`src/rtl/slrs_pkg.sv`:
```
// Shared constants and carrier types for the receive link status block.
package slrs_pkg;

    ////////////////////////////////////////////////////////////////////////////
    // Register addresses
    localparam int ADDR_W = 12;
    localparam logic [ADDR_W-1:0] ADDR_DISP_LANES = 12'h46D;
    localparam logic [ADDR_W-1:0] ADDR_CODE_LANES = 12'h46E;
    localparam logic [ADDR_W-1:0] ADDR_CTRL_LANES = 12'h46F;
    localparam logic [ADDR_W-1:0] ADDR_LANE_INIT_SYNC_FLAGS = 12'h473;
    localparam logic [ADDR_W-1:0] ADDR_FRAME_OCTET_COUNT = 12'h476;
    localparam logic [ADDR_W-1:0] ADDR_LINK_TEST_CONTROL = 12'h477;
    localparam logic [ADDR_W-1:0] ADDR_ALIGNMENT_MULTIFRAME_COUNT = 12'h478;
    localparam logic [ADDR_W-1:0] ADDR_INTERRUPT_VECTOR = 12'h47A;

    ////////////////////////////////////////////////////////////////////////////
    // Field positions
    localparam int LANES = 8;
    localparam int BIT_ALIGN_IRQ_CLEAR = 7;
    localparam int BIT_TEST_MODE = 7;
    localparam int BIT_THRESH_MASK_EN = 3;
    localparam int BIT_DISPARITY = 7;
    localparam int BIT_INVALID_CODE = 6;
    localparam int BIT_STRAY_CONTROL = 5;
    localparam int BIT_ALIGN_FAIL = 3;

    ////////////////////////////////////////////////////////////////////////////
    // Reset values
    localparam logic [7:0] RST_LANE_INIT_SYNC_FLAGS = 8'h00;
    localparam logic [7:0] RST_FRAME_OCTET_COUNT = 8'h01;
    localparam logic [7:0] RST_LINK_TEST_CONTROL = 8'h00;
    localparam logic [7:0] RST_ALIGNMENT_MULTIFRAME_COUNT = 8'h01;
    localparam logic [7:0] RST_INTERRUPT_VECTOR = 8'h00;
    localparam logic [7:0] RD_ZERO = 8'h00;

    ////////////////////////////////////////////////////////////////////////////
    // Valid frame sizes
    localparam logic [7:0] OCTETS_ONE = 8'h01;
    localparam logic [7:0] OCTETS_TWO = 8'h02;
    localparam logic [7:0] OCTETS_FOUR = 8'h04;

    ////////////////////////////////////////////////////////////////////////////
    // Carrier types
    typedef struct packed {
        logic [LANES-1:0] align_ok;
        logic [LANES-1:0] disparity;
        logic [LANES-1:0] invalid_code;
        logic [LANES-1:0] stray_control;
    } slrs_lane_status_type;

    typedef struct packed {
        logic disparity;
        logic invalid_code;
        logic stray_control;
    } slrs_err_flags_type;

    typedef struct packed {
        logic [7:0] octets_per_frame;
        logic octets_valid;
        logic alignment_test_mode;
        logic threshold_mask_en;
        logic [7:0] alignment_multiframes;
    } slrs_link_cfg_type;

    function automatic logic slrs_any_lane(input logic [LANES-1:0] v);
        return |v;
    endfunction : slrs_any_lane

endpackage : slrs_pkg

```
`src/rtl/slrs_align_monitor.sv`:
```
// Initial lane alignment watcher: live flags, sticky failure, sync request.
`timescale 1ns/100ps
module slrs_align_monitor
    import slrs_pkg::*;
(
    input wire logic core_clk,
    input wire logic rst_n,
    input wire logic [LANES-1:0] lane_ok,
    input wire logic clear_fail,
    output logic [LANES-1:0] lane_align_sync_bits,
    output logic align_fail_event,
    output logic align_lost
);

    typedef struct packed {
        logic [LANES-1:0] live;
        logic fail;
        logic lost;
    } slrs_align_state_type;

    slrs_align_state_type st_q;
    slrs_align_state_type st_d;
    logic [LANES-1:0] drop;

    always_comb begin
        st_d = st_q;
        drop = st_q.live & ~lane_ok;
        st_d.live = lane_ok;
        if (clear_fail) begin
            st_d.fail = 1'b0;
        end
        // A lane that drops after being aligned counts as a failure
        if (slrs_any_lane(drop)) begin
            st_d.fail = 1'b1;
        end
        st_d.lost = slrs_any_lane(~lane_ok);
    end

    always_ff @(posedge core_clk or negedge rst_n) begin
        if (!rst_n) begin
            // No lane is aligned out of reset, so the request must stand from the start
            st_q <= '{live: '0, fail: 1'b0, lost: 1'b1};
        end else begin
            st_q <= st_d;
        end
    end

    assign lane_align_sync_bits = st_q.live;
    assign align_fail_event = st_q.fail;
    assign align_lost = st_q.lost;

endmodule : slrs_align_monitor

```
`src/rtl/slrs_err_summary.sv`:
```
// Error threshold summary per lane and per error kind.
`timescale 1ns/100ps
module slrs_err_summary
    import slrs_pkg::*;
(
    input wire logic core_clk,
    input wire logic rst_n,
    input wire logic [LANES-1:0] disparity_lanes,
    input wire logic [LANES-1:0] invalid_code_lanes,
    input wire logic [LANES-1:0] stray_control_lanes,
    output logic [LANES-1:0] disparity_lanes_q,
    output logic [LANES-1:0] invalid_code_lanes_q,
    output logic [LANES-1:0] stray_control_lanes_q,
    output slrs_err_flags_type err_flags
);

    typedef struct packed {
        logic [LANES-1:0] disp;
        logic [LANES-1:0] code;
        logic [LANES-1:0] ctrl;
        slrs_err_flags_type flags;
    } slrs_err_state_type;

    slrs_err_state_type st_q;
    slrs_err_state_type st_d;

    always_comb begin
        st_d = st_q;
        st_d.disp = disparity_lanes;
        st_d.code = invalid_code_lanes;
        st_d.ctrl = stray_control_lanes;
        st_d.flags.disparity = slrs_any_lane(disparity_lanes);
        st_d.flags.invalid_code = slrs_any_lane(invalid_code_lanes);
        st_d.flags.stray_control = slrs_any_lane(stray_control_lanes);
    end

    always_ff @(posedge core_clk or negedge rst_n) begin
        if (!rst_n) begin
            st_q <= '0;
        end else begin
            st_q <= st_d;
        end
    end

    assign disparity_lanes_q = st_q.disp;
    assign invalid_code_lanes_q = st_q.code;
    assign stray_control_lanes_q = st_q.ctrl;
    assign err_flags = st_q.flags;

endmodule : slrs_err_summary

```
`src/rtl/slrs_top.sv`:
```
// Receive link status, configuration and interrupt vector top level.
`timescale 1ns/100ps
module slrs_top
    import slrs_pkg::*;
(
    input wire logic core_clk,
    input wire logic rst_n,
    input wire logic reg_wr_en,
    input wire logic reg_rd_en,
    input wire logic [ADDR_W-1:0] reg_addr,
    input wire logic [7:0] reg_wdata,
    output logic [7:0] reg_rdata,
    output logic reg_rd_valid,
    input wire slrs_lane_status_type lane_status,
    input wire logic [2:0] sync_assert_mask,
    output slrs_link_cfg_type link_cfg,
    output logic sync_request_out,
    output logic irq_n
);

    ////////////////////////////////////////////////////////////////////////////
    // State

    typedef struct packed {
        logic [7:0] octets_per_frame;
        logic alignment_test_mode;
        logic threshold_mask_en;
        logic [7:0] alignment_multiframes;
        logic disparity_err_irq_en;
        logic invalid_code_irq_en;
        logic stray_control_irq_en;
        logic align_fail_irq_en;
        logic [7:0] rdata;
        logic rd_valid;
        logic sync_req;
        logic irq_n;
    } slrs_top_state_type;

    slrs_top_state_type st_q;
    slrs_top_state_type st_d;

    logic [LANES-1:0] lane_align_sync_bits;
    logic align_fail_event;
    logic align_lost;
    logic clear_fail;
    logic [LANES-1:0] disp_lanes;
    logic [LANES-1:0] code_lanes;
    logic [LANES-1:0] ctrl_lanes;
    slrs_err_flags_type err_flags;
    logic [7:0] vector_rd;
    logic [7:0] rd_mux;
    logic irq_any;
    logic sync_err;

    function automatic logic slrs_hit(input logic en, input logic [ADDR_W-1:0] a,
                                      input logic [ADDR_W-1:0] ref_a);
        return en && (a == ref_a);
    endfunction : slrs_hit

    function automatic logic slrs_size_ok(input logic [7:0] v);
        return (v == OCTETS_ONE) || (v == OCTETS_TWO) || (v == OCTETS_FOUR);
    endfunction : slrs_size_ok

    ////////////////////////////////////////////////////////////////////////////
    // Submodules

    assign clear_fail = slrs_hit(reg_wr_en, reg_addr, ADDR_LANE_INIT_SYNC_FLAGS)
                        && reg_wdata[BIT_ALIGN_IRQ_CLEAR];

    slrs_align_monitor u_align (
        .core_clk(core_clk),
        .rst_n(rst_n),
        .lane_ok(lane_status.align_ok),
        .clear_fail(clear_fail),
        .lane_align_sync_bits(lane_align_sync_bits),
        .align_fail_event(align_fail_event),
        .align_lost(align_lost)
    );

    slrs_err_summary u_err (
        .core_clk(core_clk),
        .rst_n(rst_n),
        .disparity_lanes(lane_status.disparity),
        .invalid_code_lanes(lane_status.invalid_code),
        .stray_control_lanes(lane_status.stray_control),
        .disparity_lanes_q(disp_lanes),
        .invalid_code_lanes_q(code_lanes),
        .stray_control_lanes_q(ctrl_lanes),
        .err_flags(err_flags)
    );

    ////////////////////////////////////////////////////////////////////////////
    // Readback and interrupt terms

    always_comb begin
        vector_rd = RD_ZERO;
        vector_rd[BIT_DISPARITY] = err_flags.disparity;
        vector_rd[BIT_INVALID_CODE] = err_flags.invalid_code;
        vector_rd[BIT_STRAY_CONTROL] = err_flags.stray_control;
        vector_rd[BIT_ALIGN_FAIL] = align_fail_event;
    end

    always_comb begin
        rd_mux = RD_ZERO;
        case (reg_addr)
            ADDR_DISP_LANES: begin
                rd_mux = disp_lanes;
            end
            ADDR_CODE_LANES: begin
                rd_mux = code_lanes;
            end
            ADDR_CTRL_LANES: begin
                rd_mux = ctrl_lanes;
            end
            ADDR_LANE_INIT_SYNC_FLAGS: begin
                rd_mux = lane_align_sync_bits;
            end
            ADDR_FRAME_OCTET_COUNT: begin
                rd_mux = st_q.octets_per_frame;
            end
            ADDR_LINK_TEST_CONTROL: begin
                rd_mux[BIT_TEST_MODE] = st_q.alignment_test_mode;
                rd_mux[BIT_THRESH_MASK_EN] = st_q.threshold_mask_en;
            end
            ADDR_ALIGNMENT_MULTIFRAME_COUNT: begin
                rd_mux = st_q.alignment_multiframes;
            end
            // Masks are write-only, so reads return the flags
            ADDR_INTERRUPT_VECTOR: begin
                rd_mux = vector_rd;
            end
            default: begin
                rd_mux = RD_ZERO;
            end
        endcase
    end

    assign irq_any = (st_q.disparity_err_irq_en && err_flags.disparity)
                     || (st_q.invalid_code_irq_en && err_flags.invalid_code)
                     || (st_q.stray_control_irq_en && err_flags.stray_control)
                     || (st_q.align_fail_irq_en && align_fail_event);

    assign sync_err = st_q.threshold_mask_en
                      && ((sync_assert_mask[2] && err_flags.disparity)
                          || (sync_assert_mask[1] && err_flags.invalid_code)
                          || (sync_assert_mask[0] && err_flags.stray_control));

    ////////////////////////////////////////////////////////////////////////////
    // Next state

    always_comb begin
        st_d = st_q;
        st_d.rd_valid = reg_rd_en;
        if (reg_rd_en) begin
            st_d.rdata = rd_mux;
        end
        if (reg_wr_en) begin
            case (reg_addr)
                ADDR_FRAME_OCTET_COUNT: begin
                    st_d.octets_per_frame = reg_wdata;
                end
                ADDR_LINK_TEST_CONTROL: begin
                    st_d.alignment_test_mode = reg_wdata[BIT_TEST_MODE];
                    st_d.threshold_mask_en = reg_wdata[BIT_THRESH_MASK_EN];
                end
                ADDR_ALIGNMENT_MULTIFRAME_COUNT: begin
                    st_d.alignment_multiframes = reg_wdata;
                end
                ADDR_INTERRUPT_VECTOR: begin
                    st_d.disparity_err_irq_en = reg_wdata[BIT_DISPARITY];
                    st_d.invalid_code_irq_en = reg_wdata[BIT_INVALID_CODE];
                    st_d.stray_control_irq_en = reg_wdata[BIT_STRAY_CONTROL];
                    st_d.align_fail_irq_en = reg_wdata[BIT_ALIGN_FAIL];
                end
                default: begin
                    st_d.rd_valid = st_d.rd_valid;
                end
            endcase
        end
        st_d.sync_req = align_lost || sync_err;
        // Registered so the pin cannot glitch on mask writes
        st_d.irq_n = ~irq_any;
    end

    always_ff @(posedge core_clk or negedge rst_n) begin
        if (!rst_n) begin
            st_q.octets_per_frame <= RST_FRAME_OCTET_COUNT;
            st_q.alignment_test_mode <= RST_LINK_TEST_CONTROL[BIT_TEST_MODE];
            st_q.threshold_mask_en <= RST_LINK_TEST_CONTROL[BIT_THRESH_MASK_EN];
            st_q.alignment_multiframes <= RST_ALIGNMENT_MULTIFRAME_COUNT;
            st_q.disparity_err_irq_en <= RST_INTERRUPT_VECTOR[BIT_DISPARITY];
            st_q.invalid_code_irq_en <= RST_INTERRUPT_VECTOR[BIT_INVALID_CODE];
            st_q.stray_control_irq_en <= RST_INTERRUPT_VECTOR[BIT_STRAY_CONTROL];
            st_q.align_fail_irq_en <= RST_INTERRUPT_VECTOR[BIT_ALIGN_FAIL];
            st_q.rdata <= RD_ZERO;
            st_q.rd_valid <= 1'b0;
            st_q.sync_req <= 1'b1;
            st_q.irq_n <= 1'b1;
        end else begin
            st_q <= st_d;
        end
    end

    ////////////////////////////////////////////////////////////////////////////
    // Outputs

    always_comb begin
        link_cfg.octets_per_frame = st_q.octets_per_frame;
        link_cfg.octets_valid = slrs_size_ok(st_q.octets_per_frame);
        link_cfg.alignment_test_mode = st_q.alignment_test_mode;
        link_cfg.threshold_mask_en = st_q.threshold_mask_en;
        link_cfg.alignment_multiframes = st_q.alignment_multiframes;
    end

    assign reg_rdata = st_q.rdata;
    assign reg_rd_valid = st_q.rd_valid;
    assign sync_request_out = st_q.sync_req;
    assign irq_n = st_q.irq_n;

endmodule : slrs_top

```
`config.mk`:
```
export PLATFORM = sky130hd
export DESIGN_NAME = slrs_top
export DESIGN_NICKNAME = d
export VERILOG_FILES = /design/src/rtl/slrs_pkg.sv /design/src/rtl/slrs_align_monitor.sv /design/src/rtl/slrs_err_summary.sv /design/src/rtl/slrs_top.sv
export SDC_FILE = /design/constraint.sdc
export NUM_CORES = 1
export LEC_CHECK = 0
export BUFFER_PORTS_ARGS = -buffer_cell sky130_fd_sc_hd__buf_4
export CAP_MARGIN = 0
export CORE_UTILIZATION = 47
export DETAILED_ROUTE_END_ITERATION = 12
export HOLD_SLACK_MARGIN = 0.12
export PLACE_DENSITY = 0.81
export RECOVER_POWER = 50
export SETUP_SLACK_MARGIN = 0.1
export SYNTH_ARGS = -nofsm -noshare
export SYNTH_HDL_FRONTEND = slang
export SYNTH_HIERARCHICAL = 1
export SYNTH_SLANG_ARGS = --single-unit
```
`constraint.sdc`:
```
create_clock -name core_clk -period 1.2 [get_ports core_clk]
set_clock_uncertainty 0.05 [all_clocks]
set_input_delay 0.24 -clock core_clk [delete_from_list [all_inputs] [get_ports core_clk]]
set_output_delay 0.24 -clock core_clk [all_outputs]
set_load 0.01 [all_outputs]
```
**After elaboration in Yosys (flattened, before gate mapping)**

Cells that the tools add are included.

- Register bits: 70
- Input port bits: 59
- Output and inout bits: 30
- Logic and storage cells: 69

- Equality and inequality tests: 11
- Multiplexer cells: 6
- Bitwise operators: 3
- Reduce and logical (&&, ||, !) cells: 28

Operator list:

| cell | number |
|---|---|
| 12-bit by 11-bit == test with 1-bit output, second input constant | 8 |
| 8-bit OR reduction | 5 |
| 3-bit case mux with 7 select lines | 1 |
| 3-bit case mux with 6 select lines | 1 |
| 1-bit case mux with 8 select lines | 2 |
| 1-bit logical AND | 10 |
| 8-bit bitwise AND | 1 |
| 8-bit by 1-bit == test with 1-bit output, second input constant | 1 |
| 8-bit by 2-bit == test with 1-bit output, second input constant | 1 |
| 8-bit by 3-bit == test with 1-bit output, second input constant | 1 |
| 1-bit logical OR | 8 |
| 8-bit inverter | 1 |
| 2-bit AND reduction | 4 |
| 1-bit two-way mux | 2 |
| 2-bit nonzero test | 1 |
| 1-bit inverter | 1 |

**Longest topological paths before layout**

Gate-level depths: netlist (run 1).

- Depth after elaboration: 5
- Depth in mapped cells: 7
- Depth with buffers taken out: 7

**Cells and area by module**

Netlist (run 1), hierarchy kept.

Modules (own cells, without submodules):

| module | times used | cells an instance | area an instance (µm²) |
|---|---|---|---|
| slrs_top | 1 | 214 | 2182.1 |
| slrs_err_summary | 1 | 36 | 724.4 |
| slrs_align_monitor | 1 | 26 | 342.8 |

**Worst setup path after synthesis (run 1)**

OpenSTA, ideal clock, no wires.

- Path type: input to register
- From: input port reg_addr[9]
- To: register u_align.st_q, in the netlist u_align/align_fail_event
- Setup time: 135 ps
- Data arrival time: 1875 ps
- Required time: 1015 ps
- Slack: -860 ps
- Cell stages on the path: 7
- Buffers on the path: 0
- Path through: nor4b_4 nand3_4 nor4_4 and3_1 nor2b_1 a2111oi_1 nand3_1

- Longest elaborated chain between the ends: 4

RTL lines:

| item | RTL line | source |
|---|---|---|
| start: declaration | slrs_top.sv:10 | `input wire logic [ADDR_W-1:0] reg_addr,` |
| 12-bit by 11-bit == test with 1-bit output | slrs_top.sv:57 | `return en && (a == ref_a);` |
| 1-bit logical AND | slrs_top.sv:57 |  |
| 1-bit logical AND | slrs_top.sv:68 | `&& reg_wdata[BIT_ALIGN_IRQ_CLEAR];` |
| named net clear_fail | slrs_top.sv:45 | `logic clear_fail;` |
| 2-bit nonzero test (no source line) | -- |  |
| end signal: assignment | slrs_align_monitor.sv:42 | `st_q <= '{live: '0, fail: 1'b0, lost: 1'b1};` |
| end signal: assignment | slrs_align_monitor.sv:44 | `st_q <= st_d;` |
| end: declaration | slrs_align_monitor.sv:21 | `slrs_align_state_type st_q;` |

The timed path passes the listed nets, and every way through them passes these cells.
A chain may end at the register's enable or synchronous reset.

==> results.sh, run 1 <==
export IMPL_grt_usage=0.316
export IMPL_viasPerCell=5.92
export IMPL_power_density_nw_per_um2=927
export IMPL_rsz0062_at_grt="true"
export IMPL_syn_inst=276
export IMPL_grt_max_degree=71
export IMPL_numCtsBuffers=9
export IMPL_yosysWarnings=6
export IMPL_tightest_slew_ns=0.634
export IMPL_io_buffer_count=88
export IMPL_first_pass_iters=5
export IMPL_wl_per_cell_um=22.2
export IMPL_ys_flop_type="dfrtp_1"
export IMPL_vias=3229
export IMPL_drc=0
export IMPL_rows=29
export IMPL_cts_max_level=3
export IMPL_crit_arrival_ns=1.59
export IMPL_syn_num_nets=335
export IMPL_pin_count=89
export IMPL_fin_nets=522
export IMPL_ant_nets=0
export IMPL_die_h_um=85.1
export IMPL_postSynthAreaPerCell_um2=11.8
export IMPL_status="finished, violations left"
export IMPL_die_w_um=85.1
export IMPL_grt_pass1_wl_um=16800
export IMPL_p_total_mw=5.13
export IMPL_max_cap_violations=0
export IMPL_start_util=0.500
export IMPL_synth_edf_count=0
export IMPL_netlist_cell_type_count=51
export IMPL_cp_max_fo=2
export IMPL_leakage_nw=2.57
export IMPL_drt_wl_total_um=12100
export IMPL_max_freq_mhz=533
export IMPL_period_needed_ns=1.88
export IMPL_violations="negative setup slack"
export IMPL_ir_drop_mv=0.892
export IMPL_cts_tree="yes"
export IMPL_clock_sinks=70
export IMPL_hpwl_um=6800
export IMPL_final_area_um2=5530
export IMPL_place_congestion=0.837
export IMPL_grt_pass1_vias=3279
export IMPL_area_growth_pct=70.2
export IMPL_finalCritPeriodShare=1.56
export IMPL_fp_coreArea_um2=6490
export IMPL_overflow=0
export IMPL_timing_final_ws_setup_ns=-0.676
export IMPL_path_class="flop to primary output"
export IMPL_dieArea_um2=7250
export IMPL_finalHoldViolCount=0
export IMPL_diodes=0
export IMPL_root_buffer="clkbuf_8"
export IMPL_antenna_found_initial=0
export IMPL_first_iter_violations=250
export IMPL_utilization=0.852
export IMPL_path_clk_slew_ns=0.08
export IMPL_critPathLaunchType="flop"
export IMPL_drive_gt1_frac=0.519
export IMPL_cts_max_path_buffers=2
export IMPL_max_slew_margin=0.577
export IMPL_hp_class="primary input to flop"
export IMPL_finalSetupViolCount=49
export IMPL_hold_worst_slack_ns=0.156
export IMPL_synth_seq_cells=70
export IMPL_yosysSeqAreaShare=0.541
export IMPL_end_kind="primary output"
export IMPL_clk_insertion_delay_late_ns=0.34
export IMPL_required_ns=0.91
export IMPL_synthArstFlopShare=1.00
export IMPL_placed_area_um2=4270
export IMPL_syn_cell_area_um2=3250
export IMPL_drv_slew=0
## final cells by class
| cell class | count | area (um^2) |
|---|---|---|
| Sequential cell | 70 | 1760 |
| Multi-Input combinational cell | 156 | 1550 |
| Timing Repair Buffer | 212 | 1870 |
| Tap cell | 77 | 96.3 |
| Inverter | 14 | 52.6 |
| Fill cell | 314 | 963 |
| Clock buffer | 10 | 138 |
| Clock inverter | 6 | 61.3 |
## worst paths after layout
check | start | endpoint | slack [ns] | cells after the start
max | link_cfg[17] | link_cfg[10] | -0.68 | 3
min | sync_assert_mask[2] | sync_request_out | 0.16 | 3
max reg2reg | link_cfg[16] | reg_rdata[5] | -0.54 | 7
min reg2reg | st_q[11] | irq_n | 0.38 | 1
max in group asynchronous | rst_n | u_align/lane_align_sync_bits[4] | 0.15 | 3
min in group asynchronous | rst_n | u_err/err_flags[1] | 0.49 | 3
## critical path, stage by stage (launching register included)
cell     delay, ns
dfrtp_1       0.39
or4_4         0.54
nor3_4        0.19
buf_6         0.13
## timing repair
item	in CTS	in global routing
resized for setup	73	56
gates cloned	0	0
buffers inserted	20	13
pin swaps	28	24
endpoints found under the hold margin	116	13
hold buffers	40	10
setup endpoints to repair	63	65
## logic make-up after synthesis
family | Yosys count | share of synthesized area
XOR/XNOR | 1 | 0.00270
AND/OR/NAND/NOR | 76 | 0.156
buffers and inverters | 50 | 0.0886
flip-flops | 70 | 0.541
AO/OA/AOI/OAI | 49 | 0.109
multiplexers | 30 | 0.102
## layer usage
layer / vias up / global-route usage / wire length, um
li1: 1364 / - / -
met4: 0 / 0.123 / 581
met1: 1585 / 0.375 / 4280
met2: 225 / 0.556 / 6240
met3: 55 / 0.0730 / 1010
met5: - / 0 / 0
## layout by cell type (no fill, tap or decap), types with 7 or more instances in the layout
| cell type | count |
|---|---|
| mux2_4 | 10 |
| nor2b_1 | 7 |
| inv_1 | 13 |
| dlygate4sd3_1 | 34 |
| clkbuf_1 | 23 |
| clkbuf_4 | 11 |
| mux2_2 | 15 |
| buf_6 | 57 |
| clkbuf_8 | 10 |
| nand2_1 | 9 |
| buf_4 | 77 |
| nor2_1 | 9 |
| dfrtp_1 | 65 |
| o21ai_0 | 8 |
## cell usage after synthesis (3+ instances only)
library cell,count,area share
nand3_1,7,0.011
a21oi_1,6,0.0092
nor3_1,4,0.0062
mux2i_1,5,0.015
o21ai_0,11,0.017
nand2_1,12,0.014
inv_1,13,0.015
a31oi_1,3,0.0058
dfstp_2,5,0.040
dfrtp_1,65,0.50
a221oi_1,6,0.016
nand4_1,6,0.012
and3b_1,5,0.013
nor4_1,6,0.012
nor2b_1,9,0.017
clkbuf_1,7,0.0081
mux2_2,25,0.087
buf_4,26,0.060
nor2_1,10,0.012
a22oi_1,4,0.0092
a222oi_1,6,0.018
## state kept, by name (all words and copies together), names as in the netlist
| signal | count |
|---|---|
| irq_n | 1 |
| link_cfg | 18 |
| reg_rd_valid | 1 |
| reg_rdata | 8 |
| st_q | 4 |
| sync_request_out | 1 |
| u_align/align_fail_event | 1 |
| u_align/align_lost | 1 |
| u_align/lane_align_sync_bits | 8 |
| u_err/disparity_lanes_q | 8 |
| u_err/err_flags | 3 |
| u_err/invalid_code_lanes_q | 8 |
| u_err/stray_control_lanes_q | 8 |
## stage by stage
step	TNS (ns)	std cells	setup slack, ns
2_1_floorplan	-16.33	276	-0.770
3_3_place_gp	-19.53	460	-0.686
3_5_place_dp	-20.19	460	-0.788
4_1_cts	-8.88	535	-0.698
5_1_grt	-13.39	545	-0.725
6_report	-11.17	545	-0.676
## report_power, final
part	switching [mW]	internal [mW]
clock network	0.903	1.01
registers	0.0428	2.43
logic	0.361	0.382
No activity file was read; power rests on OpenSTA's default activity.
==> inputs of run 2 (changes only) <==
- PLACE_DENSITY: 0.81 -> 0.76
==> run 2 against run 1 <==
Compared with the run above: the flow still finishes with violations (negative setup slack); global-route usage grew 0.064 points; flip-flop and latch count did not move; cell count grew 2.0%; critical path type unchanged.
==> results.sh, run 2 (synthesis gave the netlist of run 1 again) <==
export IMPL_worstReg2RegStart="link_cfg[16]"
export IMPL_power_frac_clock=0.379
export IMPL_hp_class="primary input to flop"
export IMPL_clk_insertion_delay_late_ns=0.35
export IMPL_dieArea_um2=7250
export IMPL_required_ns=0.91
export IMPL_rsz0062_at_grt="true"
export IMPL_grt_use_met2=0.539
export IMPL_max_cap_violations=0
export IMPL_grt_util_met3=0.0652
export IMPL_diodes=0
export IMPL_use_met1=0.371
export IMPL_grt_max_degree=27
export IMPL_max_freq_mhz=522
export IMPL_violations="negative setup slack"
export IMPL_numCtsBuffers=9
export IMPL_status="finished, violations left"
export IMPL_cp_max_fo=3
export IMPL_grt_pass1_wl_um=17000
export IMPL_drc=0
export IMPL_place_inst=465
export IMPL_overflow=0
export IMPL_pin_count=89
export IMPL_finalCritPeriodShare=1.59
export IMPL_combPwrFrac=0.142
export IMPL_io_buffer_count=88
export IMPL_power_density_nw_per_um2=921
export IMPL_crit_arrival_ns=1.62
export IMPL_cts_max_path_buffers=2
export IMPL_largest_reg_flops=18
export IMPL_fillCellCount=313
export IMPL_busiest_layer="met2"
export IMPL_first_pass_iters=5
export IMPL_grt_pass1_vias=3352
export IMPL_finalNonFillerCells=556
export IMPL_finalHoldViolCount=0
export IMPL_final_area_um2=5610
export IMPL_intPower_mw=3.89
export IMPL_crit_start="link_cfg[11]"
export IMPL_fp_coreArea_um2=6490
export IMPL_path_clk_slew_ns=0.08
export IMPL_layout_commonest_cell="buf_4"
export IMPL_rows=29
export IMPL_viasPerCell=5.79
export IMPL_finalSetupViolCount=50
export IMPL_first_iter_violations=302
export IMPL_path_class="flop to primary output"
export IMPL_clock_sinks=70
export IMPL_drt_wl_total_um=12100
export IMPL_grt_usage=0.316
export IMPL_root_buffer="clkbuf_8"
export IMPL_wl_per_cell_um=21.7
export IMPL_max_slew_margin=0.670
export IMPL_dp_slack_ns=-0.715
export IMPL_period_needed_ns=1.91
export IMPL_tightest_slew_ns=0.495
export IMPL_critPathLaunchType="flop"
export IMPL_ant_nets=0
export IMPL_ir_drop_mv=1.35
export IMPL_hold_worst_slack_ns=0.151
export IMPL_vias=3217
export IMPL_cts_tree="yes"
export IMPL_die_w_um=85.1
export IMPL_setup_tns_ns=-11.11
export IMPL_drv_slew=0
export IMPL_area_growth_pct=72.7
export IMPL_die_h_um=85.1
export IMPL_swShare=0.248
export IMPL_p_switching_mw=1.28
export IMPL_fin_nets=533
export IMPL_drive_gt1_frac=0.532
export IMPL_leakage_nw=2.62
export IMPL_cts_max_level=3
export IMPL_place_congestion=0.901
export IMPL_antenna_found_initial=0
export IMPL_seqPwrFrac=0.478
export IMPL_final_cell_mix="buf_4 (86), dfrtp_1 (64), buf_6 (62)"
export IMPL_end_kind="primary output"
export IMPL_placed_area_um2=4310
export IMPL_timing_final_ws_setup_ns=-0.714
export IMPL_start_util=0.500
export IMPL_hpwl_um=6860
export IMPL_hold_start="lane_status[8]"
[run 2: cell types whose count changed in the layout (fill, tap and decap cells not counted), moves of 4 or more]
cell | previous run | this run
buf_6 | 57 | 62
buf_4 | 77 | 86
o21ai_1 | 2 | 6
dlymetal6s4s_1 | 6 | 2
o21ai_0 | 8 | 3
dlygate4sd3_1 | 34 | 39
[run 2: through the flow]
| step | total power, mW | util |
|---|---|---|
| 2_1_floorplan | 2.68 | - |
| 3_5_place_dp | 3.05 | 0.663 |
| 6_report | 5.17 | 0.864 |
| 5_1_grt | 5.34 | 0.864 |
| 4_1_cts | 5.09 | 0.829 |
| 3_3_place_gp | 3.04 | 0.663 |
[run 2: final cells by class]
cell class	instances	area, um^2	share of cell area
timing repair buffer	223	1970	0.352
sequential	70	1760	0.314
multi-input combinational	156	1530	0.272
clock buffer	13	159	0.0283
tap	77	96.3	0.0172
inverter	14	52.6	0.00937
clock inverter	3	42.5	0.00758
[run 2: per-layer routing]
layer	vias up	wire, um
met3	57	661
met4	0	632
met1	1586	4620
met2	187	6170
li1	1387	-
met5	-	0
[run 2: path summary, 6_finish.rpt]
kind | slack (ns) | endpoint | cells after the start
hold / removal | 0.15 | u_err/err_flags[1] | 3
hold reg to reg | 0.39 | irq_n | 1
max in group asynchronous | 0.09 | irq_n | 3
min in group asynchronous | 0.31 | reg_rdata[4] | 2
setup / recovery | -0.71 | link_cfg[10] | 5
setup reg to reg | -0.47 | reg_rdata[5] | 6
[run 2: what timing repair did]
item	CTS	global route
setup endpoints to repair	61	66
hold buffers	41	15
gates resized for setup	79	49
pin swaps	23	28
hold endpoints to repair	118	18
buffers inserted	20	15
[run 2: worst max-delay path, cell delays in order (launching register included)]
cell	delay, ns
dfstp_2	0.57
xor2_1	0.14
o21ai_1	0.09
buf_4	0.16
nor3_4	0.19
buf_6	0.13
[run 2: power by group through the flow]
stage / Clock (mW) / Sequential, mW / Combinational (mW)
3_5_place_dp: 0 / 2.51 / 0.540
6_report: 1.96 / 2.47 / 0.736
2_1_floorplan: 0 / 2.50 / 0.182
4_1_cts: 1.94 / 2.47 / 0.689
3_3_place_gp: 0 / 2.50 / 0.532
5_1_grt: 2.09 / 2.47 / 0.781
==> inputs of run 3 (changes only) <==
- ABC_AREA: not set -> 1
- CORE_UTILIZATION: 47 -> 48
==> run 3 against run 2 <==
Compared with the run above: the flow still finishes with violations (negative setup slack); sequential share of layout area increased by 1.8 points; non-clock buffer count down 51; cell area is 5.2% lower; highest routed layer unchanged; routed wire length is 20% lower; first-iteration DRC count shrank 9.3%; clock-buffer cell count shrank 4; largest cell class is now sequential cells; worst setup slack improved by 0.18 ns; cell count is 24% higher; hold slack got worse by 0.030 ns; clock power down 7%.
==> results.sh, run 3 <==
export IMPL_status="finished, violations left"
export IMPL_violations="negative setup slack"
export IMPL_yosysSeqAreaShare=0.492
export IMPL_root_buffer="clkbuf_8"
export IMPL_finalSetupViolCount=21
export IMPL_hp_class="primary input to flop"
export IMPL_io_buffer_count=88
export IMPL_synth_most_common_cell="nand2_1"
export IMPL_hpwl_um=6690
export IMPL_finalNonFillerCells=687
export IMPL_tightest_slew_ns=0.620
export IMPL_crit_chain="nor2_1 -> nor2_1 -> nand2_1 -> a211oi_2 -> buf_4"
export IMPL_path_class="flop to primary output"
export IMPL_max_cap_violations=0
export IMPL_netlist_top_cells_count="nand2_1 (121), dfrtp_1 (65), inv_1 (62)"
export IMPL_slowest_stage="dfstp_2"
export IMPL_largest_reg_flops=18
export IMPL_rsz0062_at_grt="true"
export IMPL_synth_edf_count=0
export IMPL_critPathLaunchType="flop"
export IMPL_grt_pass1_vias=3290
export IMPL_ys_flop_type="dfrtp_1"
export IMPL_place_congestion=0.880
export IMPL_dieArea_um2=7790
export IMPL_finalCritPeriodShare=1.45
export IMPL_p_switching_mw=1.23
export IMPL_crit_top_cell="nor2_1"
export IMPL_finalHoldViolCount=0
export IMPL_seqPwrFrac=0.503
export IMPL_fin_nets=643
export IMPL_final_cell_mix="nand2_1 (114), dfrtp_1 (63), inv_1 (57), buf_4 (57), buf_6 (44)"
export IMPL_leakage_nw=2.75
export IMPL_grt_use_met2=0.456
export IMPL_grt_max_degree=71
export IMPL_clk_insertion_delay_late_ns=0.36
export IMPL_busiest_layer="met2"
export IMPL_grt_util_met3=0.0560
export IMPL_synth_area_leaders="dfrtp_1 (46%), nand2_1 (13%), inv_1 (6.5%), buf_4 (5.7%), nor2_1 (4.8%)"
export IMPL_power_frac_clock=0.374
export IMPL_drc=0
export IMPL_first_pass_iters=6
export IMPL_diodes=0
export IMPL_syn_num_nets=493
export IMPL_viasPerCell=4.91
export IMPL_max_slew_margin=0.587
export IMPL_antenna_found_initial=0
export IMPL_synthArstFlopShare=1.00
export IMPL_slowest_delay_ns=0.53
export IMPL_hold_worst_slack_ns=0.121
export IMPL_synth_seq_cells=70
export IMPL_pin_count=89
export IMPL_path_clk_slew_ns=0.07
export IMPL_die_w_um=88.3
export IMPL_wl_per_cell_um=14.2
export IMPL_numCtsBuffers=9
export IMPL_ant_nets=0
export IMPL_crit_arrival_ns=1.45
export IMPL_postSynthAreaPerCell_um2=8.23
export IMPL_grt_usage=0.267
export IMPL_end_kind="primary output"
export IMPL_combPwrFrac=0.123
export IMPL_place_inst=610
export IMPL_drv_slew=0
export IMPL_first_iter_violations=274
export IMPL_layout_commonest_cell="nand2_1"
export IMPL_drive_gt1_frac=0.349
export IMPL_timing_final_ws_setup_ns=-0.536
export IMPL_cts_tree="yes"
export IMPL_syn_cell_area_um2=3570
export IMPL_required_ns=0.91
export IMPL_area_growth_pct=48.8
export IMPL_vias=3371
export IMPL_period_needed_ns=1.74
export IMPL_grt_pass1_wl_um=15300
export IMPL_rows=31
export IMPL_drt_wl_total_um=9730
export IMPL_use_met1=0.344
export IMPL_die_h_um=88.3
export IMPL_start_util=0.495
export IMPL_clock_sinks=70
export IMPL_cts_max_level=3
export IMPL_fp_coreArea_um2=7210
export IMPL_cts_max_path_buffers=2
export IMPL_cp_max_fo=2
export IMPL_yosysWarnings=6
export IMPL_synth_top_area_frac=0.455
export IMPL_netlist_cell_type_count=27
export IMPL_power_density_nw_per_um2=921
export IMPL_max_freq_mhz=576
export IMPL_ir_drop_mv=0.724
export IMPL_synth_area_leader_cell="dfrtp_1"
export IMPL_overflow=0
export IMPL_swShare=0.252
export IMPL_fillCellCount=527
export IMPL_syn_inst=434
export IMPL_intPower_mw=3.66
-- run 3: changes by cell type after synthesis, sizes merged, moves of 6 or more --
cell,delta
nor2b,-9
clkbuf,-6
inv,+54
nand3,+10
nand4,+18
o21ai,+14
nor2,+46
nand2,+118
mux2,-25
nor4,-7
a222oi,-6
-- run 3: stage by stage --
step	instance area [um^2]	utilization	TNS (ns)	power, mW	setup slack [ns]
6_report	5320	0.737	-1.81	4.89	-0.536
5_1_grt	5320	0.737	-2.79	5.09	-0.663
4_1_cts	5190	0.719	-1.77	4.92	-0.556
3_5_place_dp	4390	0.608	-6.90	3.00	-0.298
3_3_place_gp	4390	0.608	-6.02	2.99	-0.231
2_1_floorplan	3670	-	-0.180	2.69	-0.0544
-- run 3: cell type report --
cell class | count | area (um^2) | area share
clock buffers | 9 | 124 | 0.0233
well taps | 99 | 124 | 0.0233
repair buffers | 172 | 1500 | 0.282
inverters | 67 | 288 | 0.0541
clock inverters | 6 | 63.8 | 0.0120
multi-input cells | 264 | 1460 | 0.274
flip-flops and latches | 70 | 1760 | 0.331
-- run 3: kinds of logic (layout without fill, tap and decap cells) --
| kind of cell | after synthesis | count (layout) | share of synthesized area |
|---|---|---|---|
| compound gates | 32 | 32 | 0.0651 |
| flops | 70 | 70 | 0.492 |
| simple gates | 232 | 232 | 0.304 |
| buf+inv | 100 | 254 | 0.139 |
-- run 3: worst max-delay path, delay by kind of cell (launching register included) --
family | cells | cell delay [ns]
buffers and inverters | 1 | 0.15
flip-flops | 1 | 0.53
AO/OA/AOI/OAI | 1 | 0.20
AND/OR/NAND/NOR | 3 | 0.21
-- run 3: path summary, 6_finish.rpt --
kind | startpoint | to | slack (ns) | cells past startpoint
max in group asynchronous | rst_n | link_cfg[18] | 0.15 | 3
max reg2reg | link_cfg[15] | reg_rdata[4] | 0.01 | 8
min in group asynchronous | rst_n | link_cfg[12] | 0.50 | 3
min reg2reg | st_q[11] | irq_n | 0.39 | 1
min | reg_wdata[1] | link_cfg[12] | 0.12 | 3
max | link_cfg[11] | link_cfg[10] | -0.54 | 5
-- run 3: what timing repair did --
action | 4_1_cts | 5_1_grt
setup endpoints to repair | 35 | 60
buffers inserted | 16 | 11
cloned | 0 | 0
gates resized for setup | 39 | 32
hold endpoints to repair | 103 | 0
hold buffers | 35 | 0
pin swaps | 9 | 21
-- run 3: per-layer routing --
| layer | vias up | share of wire |
|---|---|---|
| met5 | - | 0 |
| met4 | 0 | 0.020 |
| met3 | 22 | 0.075 |
| met2 | 152 | 0.50 |
| met1 | 1569 | 0.40 |
| li1 | 1628 | - |
-- run 3: power by group through the flow --
| stage | sequential (mW) | clock, mW | combinational, mW |
|---|---|---|---|
| finish | 2.46 | 1.83 | 0.601 |
| floorplan | 2.49 | 0 | 0.197 |
| global route | 2.47 | 1.96 | 0.660 |
| global placement | 2.50 | 0 | 0.484 |
| CTS | 2.46 | 1.86 | 0.601 |
| detailed placement | 2.50 | 0 | 0.494 |
